===== src/include/dpm_host_pkg.sv =====
package dpm_host_pkg;

	////////////////////////////////////////////////////////////////////////
	// device memory map
	localparam int          ADDR_W        = 14;
	localparam int          DATA_W        = 16;
	localparam logic [13:0] MBOX_RIGHT    = 14'h3FFF;
	localparam logic [13:0] MBOX_LEFT     = 14'h3FFE;
	localparam logic [13:0] SAMPLE_ADDR   = 14'h0000;
	localparam logic [13:0] DRAIN_ADDR    = 14'h0001;

	////////////////////////////////////////////////////////////////////////
	// controller registers, word offsets on the wishbone side
	localparam logic [5:0]  REG_CTRL      = 6'h00;
	localparam logic [5:0]  REG_ADDR      = 6'h01;
	localparam logic [5:0]  REG_WDATA     = 6'h02;
	localparam logic [5:0]  REG_RDATA     = 6'h03;
	localparam logic [5:0]  REG_STATUS    = 6'h04;

	// control fields
	localparam int          CTRL_START    = 0;
	localparam int          CTRL_WRITE    = 1;
	localparam int          CTRL_LO_EN    = 2;
	localparam int          CTRL_HI_EN    = 3;
	localparam int          CTRL_CONV     = 4;
	localparam int          CTRL_SPECIAL_FUNC_EN_N     = 5;
	localparam logic [7:0]  CTRL_RESET    = 8'h0C;

	// status fields
	localparam int          ST_BUSY       = 0;
	localparam int          ST_DONE       = 1;
	localparam int          ST_COLL       = 2;
	localparam int          ST_LOST       = 3;
	localparam int          ST_IRQ        = 4;
	localparam int          ST_COLL_NOW   = 5;

	////////////////////////////////////////////////////////////////////////
	// timing
	localparam int          CLK_MHZ       = 100;
	localparam int          SYNC_STAGES   = 2;
	localparam int          T_SETUP_NS    = 10;
	localparam int          T_HOLD_NS     = 10;
	localparam int          T_ACCESS_NS   = 65;
	localparam int          T_WRITE_NS    = 55;
	localparam int          T_DHOLD_NS    = 10;
	localparam int          T_RECOVER_NS  = 20;
	localparam logic [7:0]  CYC_SETUP     = 8'((T_SETUP_NS * CLK_MHZ + 999) / 1000);
	localparam logic [7:0]  CYC_HOLD      = 8'((T_HOLD_NS * CLK_MHZ + 999) / 1000);
	localparam logic [7:0]  CYC_ACCESS    = 8'((T_ACCESS_NS * CLK_MHZ + 999) / 1000 + SYNC_STAGES);
	localparam logic [7:0]  CYC_WRITE     = 8'((T_WRITE_NS * CLK_MHZ + 999) / 1000);
	localparam logic [7:0]  CYC_DHOLD     = 8'((T_DHOLD_NS * CLK_MHZ + 999) / 1000);
	localparam logic [7:0]  CYC_RECOVER   = 8'((T_RECOVER_NS * CLK_MHZ + 999) / 1000);

	////////////////////////////////////////////////////////////////////////
	// carriers
	typedef struct packed {
		logic sel_n;
		logic latch_n;
		logic we_n;
		logic oe_n;
		logic hi_n;
		logic lo_n;
	} pin_ctrl_t;

	localparam pin_ctrl_t PIN_IDLE = 6'h3F;

	typedef struct packed {
		logic [13:0] addr;
		logic [15:0] wdata;
		logic        write;
		logic        hi_en;
		logic        lo_en;
		logic        conv;
	} op_t;

	typedef enum logic [2:0] {
		S_IDLE    = 3'b000,
		S_ADDR    = 3'b001,
		S_HOLD    = 3'b010,
		S_STROBE  = 3'b011,
		S_RELEASE = 3'b100,
		S_RECOVER = 3'b101
	} state_t;

endpackage


===== src/hdl/pin_sync.sv =====
`timescale 1ns/1ps
module pin_sync
	import dpm_host_pkg::*;
#(
	parameter int W = 1
) (
	input  wire logic         clk,
	input  wire logic         rst_n,
	input  wire logic [W-1:0] d,
	output logic      [W-1:0] q
);

	logic [W-1:0] meta_q;

	// first stage feeds only the second
	always_ff @(posedge clk or negedge rst_n) begin
		if (!rst_n) begin
			meta_q <= '1;
			q      <= '1;
		end else begin
			meta_q <= d;
			q      <= meta_q;
		end
	end

endmodule


===== src/hdl/phase_timer.sv =====
`timescale 1ns/1ps
module phase_timer
	import dpm_host_pkg::*;
(
	input  wire logic       clk,
	input  wire logic       rst_n,
	input  wire logic       load,
	input  wire logic [7:0] load_val,
	output logic            expired
);

	logic [7:0] cnt_q;
	logic [7:0] cnt_d;

	// expiry must not look at load: the sequencer derives load from expiry
	assign expired = (cnt_q == 8'h01);
	assign cnt_d   = load ? load_val : ((cnt_q > 8'h01) ? cnt_q - 8'h01 : cnt_q);

	always_ff @(posedge clk or negedge rst_n) begin
		if (!rst_n) begin
			cnt_q <= 8'h00;
		end else begin
			cnt_q <= cnt_d;
		end
	end

endmodule


===== src/hdl/dpm_host.sv =====
// Decided for this implementation: the Wishbone slave port.
`timescale 1ns/1ps
module dpm_host
	import dpm_host_pkg::*;
(
	input  wire logic        ref_clk,
	input  wire logic        rstn,
	input  wire logic        wb_cyc_i,
	input  wire logic        wb_stb_i,
	input  wire logic        wb_we_i,
	input  wire logic [7:0]  wb_adr_i,
	input  wire logic [31:0] wb_dat_i,
	input  wire logic [3:0]  wb_sel_i,
	output logic      [31:0] wb_dat_o,
	output logic             wb_ack_o,
	output pin_ctrl_t        pin_ctrl,
	output logic      [13:0] addr_out,
	output logic      [15:0] bus_out,
	output logic      [15:0] bus_oe,
	input  wire logic [15:0] bus_in,
	input  wire logic        mailbox_irq_n,
	input  wire logic        collision_flag_n,
	output logic             special_func_en_n,
	output logic             right_if_select
);

	////////////////////////////////////////////////////////////////////////
	// reset release

	logic [1:0] rst_pipe_q;
	logic       rst_n;

	always_ff @(posedge ref_clk or negedge rstn) begin
		if (!rstn) begin
			rst_pipe_q <= 2'b00;
		end else begin
			rst_pipe_q <= {rst_pipe_q[0], 1'b1};
		end
	end

	assign rst_n = rst_pipe_q[1];

	////////////////////////////////////////////////////////////////////////
	// pin inputs

	logic [17:0] pins_raw;
	logic [17:0] pins_s;
	logic [15:0] bus_s;
	logic        irq_s_n;
	logic        coll_s_n;

	assign pins_raw = {mailbox_irq_n, collision_flag_n, bus_in};

	pin_sync #(
		.W (18)
	) u_sync (
		.clk   (ref_clk),
		.rst_n (rst_n),
		.d     (pins_raw),
		.q     (pins_s)
	);

	assign bus_s    = pins_s[15:0];
	assign coll_s_n = pins_s[16];
	assign irq_s_n  = pins_s[17];

	////////////////////////////////////////////////////////////////////////
	// wishbone slave decode

	logic       ack_q;
	logic       acc;
	logic       wr0;
	logic       wr1;
	logic [5:0] widx;
	logic       hit_ctrl;
	logic       hit_addr;
	logic       hit_wdata;
	logic       hit_rdata;
	logic       hit_status;

	assign acc        = wb_cyc_i && wb_stb_i && !ack_q;
	assign wr0        = acc && wb_we_i && wb_sel_i[0];
	assign wr1        = acc && wb_we_i && wb_sel_i[1];
	assign widx       = wb_adr_i[7:2];
	assign hit_ctrl   = (widx == REG_CTRL);
	assign hit_addr   = (widx == REG_ADDR);
	assign hit_wdata  = (widx == REG_WDATA);
	assign hit_rdata  = (widx == REG_RDATA);
	assign hit_status = (widx == REG_STATUS);

	////////////////////////////////////////////////////////////////////////
	// software registers

	logic [7:0]  ctrl_q;
	logic [7:0]  ctrl_d;
	logic [13:0] op_addr_q;
	logic [13:0] op_addr_d;
	logic [15:0] op_wdata_q;
	logic [15:0] op_wdata_d;
	logic [15:0] rdata_q;
	logic [15:0] rdata_d;
	logic        done_q;
	logic        done_d;
	logic        coll_q;
	logic        coll_d;
	logic        lost_q;
	logic        lost_d;
	logic        busy_q;
	logic        start;
	logic        done_set;
	logic        coll_set;
	logic        lost_set;
	logic        rd_set;
	logic [15:0] rd_capture;
	logic        w1c;

	// start is refused while an access is running
	assign start      = wr0 && hit_ctrl && wb_dat_i[CTRL_START] && !busy_q;
	assign ctrl_d     = (wr0 && hit_ctrl) ? {wb_dat_i[7:1], 1'b0} : ctrl_q;
	assign op_addr_d  = {wr1 && hit_addr ? wb_dat_i[13:8] : op_addr_q[13:8],
	                     wr0 && hit_addr ? wb_dat_i[7:0]  : op_addr_q[7:0]};
	assign op_wdata_d = {wr1 && hit_wdata ? wb_dat_i[15:8] : op_wdata_q[15:8],
	                     wr0 && hit_wdata ? wb_dat_i[7:0]  : op_wdata_q[7:0]};
	assign rdata_d    = rd_set ? rd_capture : rdata_q;
	assign w1c        = wr0 && hit_status;

	// set wins over a clear in the same cycle
	assign done_d = done_set | (done_q & ~(w1c & wb_dat_i[ST_DONE]));
	assign coll_d = coll_set | (coll_q & ~(w1c & wb_dat_i[ST_COLL]));
	assign lost_d = lost_set | (lost_q & ~(w1c & wb_dat_i[ST_LOST]));

	always_ff @(posedge ref_clk or negedge rst_n) begin
		if (!rst_n) begin
			ctrl_q     <= CTRL_RESET;
			op_addr_q  <= 14'h0000;
			op_wdata_q <= 16'h0000;
			rdata_q    <= 16'h0000;
			done_q     <= 1'b0;
			coll_q     <= 1'b0;
			lost_q     <= 1'b0;
		end else begin
			ctrl_q     <= ctrl_d;
			op_addr_q  <= op_addr_d;
			op_wdata_q <= op_wdata_d;
			rdata_q    <= rdata_d;
			done_q     <= done_d;
			coll_q     <= coll_d;
			lost_q     <= lost_d;
		end
	end

	////////////////////////////////////////////////////////////////////////
	// read mux

	logic [31:0] status_word;
	logic [31:0] rd_word;
	logic [31:0] dat_q;

	assign status_word = {26'h0, ~coll_s_n, ~irq_s_n, lost_q, coll_q, done_q, busy_q};
	assign rd_word     = hit_ctrl   ? {24'h0, ctrl_q} :
	                     hit_addr   ? {18'h0, op_addr_q} :
	                     hit_wdata  ? {16'h0, op_wdata_q} :
	                     hit_rdata  ? {16'h0, rdata_q} :
	                     hit_status ? status_word : 32'h0;

	always_ff @(posedge ref_clk or negedge rst_n) begin
		if (!rst_n) begin
			ack_q <= 1'b0;
			dat_q <= 32'h0;
		end else begin
			ack_q <= acc;
			dat_q <= acc ? rd_word : dat_q;
		end
	end

	assign wb_ack_o = ack_q;
	assign wb_dat_o = dat_q;

	////////////////////////////////////////////////////////////////////////
	// access sequencer

	state_t      state_q;
	state_t      state_d;
	op_t         op_q;
	op_t         op_d;
	pin_ctrl_t   pins_q;
	pin_ctrl_t   pins_d;
	logic [13:0] aout_q;
	logic [13:0] aout_d;
	logic [15:0] dout_q;
	logic [15:0] dout_d;
	logic [15:0] doe_q;
	logic [15:0] doe_d;
	logic        busy_d;
	logic        t_load;
	logic [7:0]  t_val;
	logic        t_exp;
	logic [15:0] lane_mask;
	pin_ctrl_t   strobe_pins;
	op_t         new_op;

	phase_timer u_timer (
		.clk      (ref_clk),
		.rst_n    (rst_n),
		.load     (t_load),
		.load_val (t_val),
		.expired  (t_exp)
	);

	assign new_op = '{addr: op_addr_q, wdata: op_wdata_q, write: ctrl_q[CTRL_WRITE],
	                  hi_en: ctrl_q[CTRL_HI_EN], lo_en: ctrl_q[CTRL_LO_EN],
	                  conv: ctrl_q[CTRL_CONV]};

	// per-lane enables follow the byte enables
	assign lane_mask = {{8{op_q.hi_en}}, {8{op_q.lo_en}}};

	// strobe phase: write enable low for writes, output enable low for reads
	assign strobe_pins = '{sel_n: 1'b0, latch_n: 1'b1, we_n: ~op_q.write, oe_n: op_q.write,
	                       hi_n: ~op_q.hi_en, lo_n: ~op_q.lo_en};

	assign rd_capture = bus_s & lane_mask;
	assign coll_set   = (state_q == S_STROBE) && !coll_s_n;
	assign lost_set   = coll_set && op_q.write;
	assign rd_set     = (state_q == S_STROBE) && t_exp && !op_q.write;
	assign done_set   = (state_q == S_RECOVER) && t_exp;

	always_comb begin
		state_d = state_q;
		op_d    = op_q;
		pins_d  = pins_q;
		aout_d  = aout_q;
		dout_d  = dout_q;
		doe_d   = doe_q;
		busy_d  = busy_q;
		t_load  = 1'b0;
		t_val   = 8'h00;
		unique case (state_q)
			S_IDLE: begin
				if (start) begin
					op_d          = new_op;
					busy_d        = 1'b1;
					pins_d.sel_n  = 1'b0;
					t_load        = 1'b1;
					if (new_op.conv) begin
						aout_d  = new_op.addr;
						state_d = S_ADDR;
						t_val   = CYC_SETUP;
					end else begin
						pins_d.latch_n = 1'b0;
						dout_d         = {2'b00, new_op.addr};
						doe_d          = 16'hFFFF;
						state_d        = S_ADDR;
						t_val          = CYC_SETUP;
					end
				end
			end
			S_ADDR: begin
				if (t_exp) begin
					pins_d.latch_n = 1'b1;
					state_d        = S_HOLD;
					t_load         = 1'b1;
					t_val          = CYC_HOLD;
				end
			end
			S_HOLD: begin
				if (t_exp) begin
					// bus turns from address to data only after the hold
					pins_d  = strobe_pins;
					dout_d  = op_q.wdata;
					doe_d   = op_q.write ? lane_mask : 16'h0000;
					state_d = S_STROBE;
					t_load  = 1'b1;
					t_val   = op_q.write ? CYC_WRITE : CYC_ACCESS;
				end
			end
			S_STROBE: begin
				if (t_exp) begin
					// strobe rises before select, so the write lands on it
					pins_d.we_n = 1'b1;
					pins_d.oe_n = 1'b1;
					state_d     = S_RELEASE;
					t_load      = 1'b1;
					t_val       = CYC_DHOLD;
				end
			end
			S_RELEASE: begin
				if (t_exp) begin
					pins_d  = PIN_IDLE;
					doe_d   = 16'h0000;
					state_d = S_RECOVER;
					t_load  = 1'b1;
					t_val   = CYC_RECOVER;
				end
			end
			S_RECOVER: begin
				if (t_exp) begin
					busy_d  = 1'b0;
					state_d = S_IDLE;
				end
			end
			default: begin
				pins_d  = PIN_IDLE;
				doe_d   = 16'h0000;
				busy_d  = 1'b0;
				state_d = S_IDLE;
			end
		endcase
	end

	always_ff @(posedge ref_clk or negedge rst_n) begin
		if (!rst_n) begin
			state_q <= S_IDLE;
			op_q    <= '0;
			pins_q  <= PIN_IDLE;
			aout_q  <= 14'h0000;
			dout_q  <= 16'h0000;
			doe_q   <= 16'h0000;
			busy_q  <= 1'b0;
		end else begin
			state_q <= state_d;
			op_q    <= op_d;
			pins_q  <= pins_d;
			aout_q  <= aout_d;
			dout_q  <= dout_d;
			doe_q   <= doe_d;
			busy_q  <= busy_d;
		end
	end

	////////////////////////////////////////////////////////////////////////
	// static pins

	logic special_func_en_n_n_q;
	logic rsel_q;

	// mode pins only change between accesses, never mid-cycle
	always_ff @(posedge ref_clk or negedge rst_n) begin
		if (!rst_n) begin
			special_func_en_n_n_q <= 1'b1;
			rsel_q   <= 1'b1;
		end else if (!busy_q) begin
			special_func_en_n_n_q <= ~ctrl_q[CTRL_SPECIAL_FUNC_EN_N];
			rsel_q   <= ~ctrl_q[CTRL_CONV];
		end
	end

	assign pin_ctrl          = pins_q;
	assign addr_out          = aout_q;
	assign bus_out           = dout_q;
	assign bus_oe            = doe_q;
	assign special_func_en_n = special_func_en_n_n_q;
	assign right_if_select   = rsel_q;

endmodule


===== config.mk =====
export PLATFORM = sky130hd
export DESIGN_NAME = dpm_host
export DESIGN_NICKNAME = d
export VERILOG_FILES = /design/src/include/dpm_host_pkg.sv /design/src/hdl/pin_sync.sv /design/src/hdl/phase_timer.sv /design/src/hdl/dpm_host.sv
export SDC_FILE = /design/constraint.sdc
export NUM_CORES = 1
export LEC_CHECK = 0
export ABC_AREA = 1
export BUFFER_PORTS_ARGS = -buffer_cell sky130_fd_sc_hd__buf_4
export CAP_MARGIN = 15
export CORE_MARGIN = 8
export CORE_UTILIZATION = 30
export CTS_CLUSTER_DIAMETER = 150
export DETAILED_ROUTE_END_ITERATION = 12
export GPL_TIMING_DRIVEN = 0
export SLEW_MARGIN = 0
export SYNTH_ARGS = -nofsm -noshare
export SYNTH_HDL_FRONTEND = slang
export SYNTH_SLANG_ARGS = --single-unit

===== constraint.sdc =====
create_clock -name ref_clk -period 7.5 [get_ports ref_clk]
set_input_delay 1.5 -clock ref_clk [delete_from_list [all_inputs] [get_ports ref_clk]]
set_output_delay 1.5 -clock ref_clk [all_outputs]
set_load 0.05 [all_outputs]

# == Word-level counts from Yosys, hierarchy flattened ==
# Cells that the tools add are included.
# word_totals
output_inout_bits,87
reg_bits,212
elab_cells,164
inputBits,67
# op_classes
muxes,46
n_eq_ne,17
n_bitwise,25
order_cmp,1
addsub,1
n_reduce_logical,42
# ops
cell,count
16-bit 2-to-1 mux,12
16-bit case mux with 4 select lines,1
16-bit case mux with 2 select lines,1
1-bit logical AND,18
3-bit 2-to-1 mux,6
6-bit 2-to-1 mux,3
3-bit case mux with 6 select lines,1
16-bit AND,1
8-bit 2-to-1 mux,2
4-bit case mux with 4 select lines,1
1-bit inverter,15
"2-bit inequality test, second input constant",7
"6-bit by 2-bit == test with 1-bit output, second input constant",2
4-bit AND reduction,3
6-bit AND reduction,2
3-bit AND reduction,3
"8-bit by 1-bit == test with 1-bit output, second input constant",1
"8-bit by 1-bit > comparator with 1-bit output, second input constant",1
1-bit 2-to-1 mux,8
4-bit 2-to-1 mux,2
2-bit case mux with 4 select lines,1
4-bit OR reduction,2
"8-bit by 1-bit subtractor with 8-bit output, second input constant",1
1-bit AND,6
20 further kinds,32

# == Depth between registers and ports, before layout ==
# logic_depth
ltp_word,10
depth_mapped,11
ltp_nobuf,10

# == Hierarchy ==
# A second synthesis with hierarchy kept.
# unflattened
cells_unflattened,887
hier_area_um2,7883.8
# modules_own_cells
mod,cells_each,seq_area_each_um2,area_per_inst_um2,n_inst
dpm_host,767,3465.8,6362.4,1
pin_sync,36,945.9,945.9,1
phase_timer,84,200.2,575.6,1

# == Worst setup path after synthesis ==
# OpenSTA, ideal clock, no wires.
# synth_timing
path_kind,input-to-reg
startpoint,input wb_adr_i[7]
endpoint,"register aout_q[10], in the netlist addr_out[10]"
n_path_buf,1
setup_ps,120
path_slack_ps,4864
path_stages,9
required_ps,7380
arrival_ps,2516
path_cell_list,nor2_2 nand2_2 nor2_8 nand4_4 inv_2 nand2_4 buf_6 nand2_1 o21ai_2
# synth_via
elab_chain_cells,5
# synth_lines
element,line_no,source
from (decl),dpm_host.sv:11,"input wire logic [7:0] wb_adr_i,"
6-bit logical NOT,dpm_host.sv:85,assign hit_ctrl = (widx == REG_CTRL);
1-bit logical AND (3 in series),dpm_host.sv:118,assign start = wr0 && hit_ctrl && wb_dat_i[CTRL_START] && !busy_q;
3-bit AND reduction (no source line),--,
to (signal assigned),dpm_host.sv:323,aout_q <= aout_d;
to (decl),dpm_host.sv:188,logic [13:0] aout_q;
# No other way between the ends.
# A chain may end at the register's enable or synchronous reset.

==> flow_summary.json <==
{
  "status": "finished, final reports clean",
  "crit_family": "flip-flops",
  "grt.total_usage_pct": 13.0,
  "grt_max_degree": 56,
  "htreeDepth": 4,
  "cts_root_buf": "clkbuf_16",
  "switching_share_pct": 34.8,
  "synth_common_cells": "nand2_1, dfrtp_1, o21ai_0, inv_1",
  "synth_top_family_by_area": "simple AND/OR/NAND/NOR gates",
  "synth.area.top_cells": "dfrtp_1, dfstp_2, nand2_1",
  "clock_latency_ns": 0.43,
  "max_freq_mhz": 361,
  "routabilityCongestion": 0.802,
  "antenna_cells": 0,
  "wirelength_um": 20400,
  "grt_pass1_vias": 5920,
  "vias": 5944,
  "ys_seq_elements": 182,
  "seq_power_share_pct": 37.9,
  "power_frac_comb_pct": 29.5,
  "vias_per_cell": 4.40,
  "synth_top_area_cell": "dfrtp_1",
  "cts_tree": "done",
  "slowest_stage": "dfrtp_1",
  "cp.required_ns": 6.00,
  "p_per_area_nw_per_um2": 302,
  "synth-async-reset-ratio_pct": 100,
  "p_leak_uw": 0.00491,
  "start_util_pct": 30.6,
  "ys.warnings.count": 0,
  "dr.pass1.iters": 5,
  "hold_viol": 0,
  "overflow": 0,
  "finalMaxSlewViolations": 0,
  "fin_tns_setup_ns": 0,
  "port_buffers": 117,
  "ir_worst_vdd_mv": 0.173,
  "max_stage_delay_ns": 0.49,
  "p_total_uw": 3040,
  "hold_buffers": 0,
  "yosysMostFrequentCell": "nand2_1",
  "synth_cells": 848,
  "maxCapViolations": 0,
  "n_fill_cell": 2688,
  "path_max_fanout": 9,
  "min_path_type": "reg -> async",
  "num-nets-final": 1071,
  "synth.cell_area_sq_um": 8000,
  "areaGrowthSynthToFinish_pct": 26.2,
  "critPathLaunchType": "flop",
  "core_area_sq_um": 26100,
  "dominantRegCellSynth": "dfrtp_1",
  "crit_type": "reg -> out",
  "crit_buf_inv": 2,
  "cts_resized": 0,
  "synth_compound_area_share_pct": 12.7,
  "post_cts_buffers": 0,
  "wl_per_cell_um": 15.1,
  "rsz0062_at_grt": "false",
  "muxShareOfSynthArea_pct": 0.376,
  "die_y_um": 179,
  "die_area_sq_um": 32100,
  "antenna_left": 0,
  "worstSetupEndpointType": "output pin",
  "ys_seq_area_share_pct": 57.7,
  "antenna_found_initial": 0,
  "slew_headroom_pct": 58.7,
  "finalCritPeriodShare_pct": 36.9,
  "synthSimpleGateAreaFrac_pct": 19.6,
  "worst_pin_slew_ns": 0.619,
  "crit_path_frequent_cell": "buf_4",
  "p_int_uw": 1980,
  "yosysTopAreaCellShare_pct": 42.6,
  "arrival_ns": 1.27,
  "finClkSkew_ns": 0.0126,
  "synth-edff-count": 0,
  "p_clk_share_pct": 32.6,
  "clock_sinks": 182,
  "p_sw_uw": 1060,
  "fin_crit_ns": 2.77,
  "route.detailed.drc": 0,
  "grt_first_pass_wirelength_um": 32400,
  "ioPinCount": 154,
  "fp.dieW_um": 179,
  "numCtsBuffers": 17,
  "num_rows": 59,
  "avgSynthCellArea_sq_um": 9.43,
  "hpwl_um": 16000,
  "drive_above_1_share_pct": 30.4,
  "initialDrtViolationCount": 347,
  "crit_chain": "buf_4 > buf_4",
  "clk_pin_slew_ns": 0.07,
  "yosysUniqueCellTypes": 39,
  "synth_xor_area_share_pct": 0.329,
  "clock_path_buffers": 2,
  "synth_adder_area_share_pct": 0.313,
  "setup_violations": 0
}
final timing paths:
kind / start / to / slack (ns) / cells after the start
worst max-delay path: bus_oe[14] / bus_oe[9] / 4.73 / 2
worst min-delay path: rst_pipe_q[1] / rdata_q[10] / 0.32 / 0
worst max register to register: wb_ack_o / op_q[18] / 5.62 / 7
worst min register to register: rst_pipe_q[1] / rdata_q[10] / 0.32 / 0
max in group asynchronous: rst_pipe_q[1] / right_if_select / 6.24 / 2
min in group ref_clk: rst_pipe_q[0] / rst_pipe_q[1] / 0.35 / 0
cell usage in the layout (no fill, tap or decap), types with 18 or more instances in the layout:
cell type,instances
buf_4,149
nand2_1,232
nor2_1,46
a21oi_1,18
dfrtp_1,135
inv_1,65
nand4_1,18
o21ai_0,89
nand3_1,23
dfstp_2,46
o21ai_2,27
area by class of cell:
class,instances,area [sq um],share of cell area (%)
clock buffers,18,439,4.35
repair buffers,120,961,9.52
clock inverters,14,219,2.17
well taps,335,419,4.15
multi-input cells,545,2720,27.0
inverters,75,287,2.84
flip-flops and latches,182,4620,45.7
plain buffers,61,432,4.28
worst reg2reg max path: stages (launching register included):
cell and delay, ns:
dfrtp_1 0.40, inv_1 0.06, nand4_1 0.14, nor2_4 0.29
nand4_4 0.25, clkbuf_1 0.34, nand2_1 0.16, o21ai_0 0.10
metrics by stage:
step / setup WS (ns) / cell area, sq um / cells / utilization [%] / hold slack [ns]
after detailed placement: 4.42 / 9440 / 1318 / 36.1 / 0.335
final: 4.73 / 10100 / 1350 / 38.6 / 0.319
after global routing: 4.67 / 10100 / 1350 / 38.6 / 0.358
after CTS: 4.70 / 10100 / 1350 / 38.6 / 0.344
after floorplan: 2.13 / 8050 / 863 / - / 0.331
after global placement: 0.0409 / 9350 / 1315 / 35.8 / 0.335
sequential cells by signal, summed over array words and instances (netlist names), 3 cells and up:
signal,count
u_sync.meta_q,18
u_sync.q,18
op_q,17
bus_out,16
op_wdata_q,16
rdata_q,16
wb_dat_o,16
addr_out,14
op_addr_q,14
u_timer.cnt_q,8
ctrl_q,7
pin_ctrl,6
state_q,3
logic make-up (layout without fill, tap and decap cells):
logic type | after synthesis | in the layout
multiplexers | 3 | 3
XOR/XNOR | 3 | 3
flip-flops | 182 | 182
AO/OA/AOI/OAI | 170 | 170
other | 2 | 17
AND/OR/NAND/NOR | 350 | 350
buffers and inverters | 136 | 288
adder cells (fa/ha/maj) | 2 | 2
power by group through the flow:
stage	Sequential (uW)	Clock [uW]	Combinational [uW]
detailed placement	1170	0	910
finish	1150	992	898
CTS	1160	1010	912
floorplan	1310	0	519
global placement	1190	0	883
global route	1170	1050	971
per-layer routing:
| layer | GRT usage, % | wire, um | share of wire, % |
|---|---|---|---|
| met3 | 4.00 | 1110 | 5.4 |
| met2 | 21.2 | 9840 | 48 |
| met5 | 0 | 0 | 0 |
| met1 | 16.2 | 9130 | 45 |
| met4 | 4.10 | 329 | 1.6 |
No activity file was read; power rests on OpenSTA's default activity.
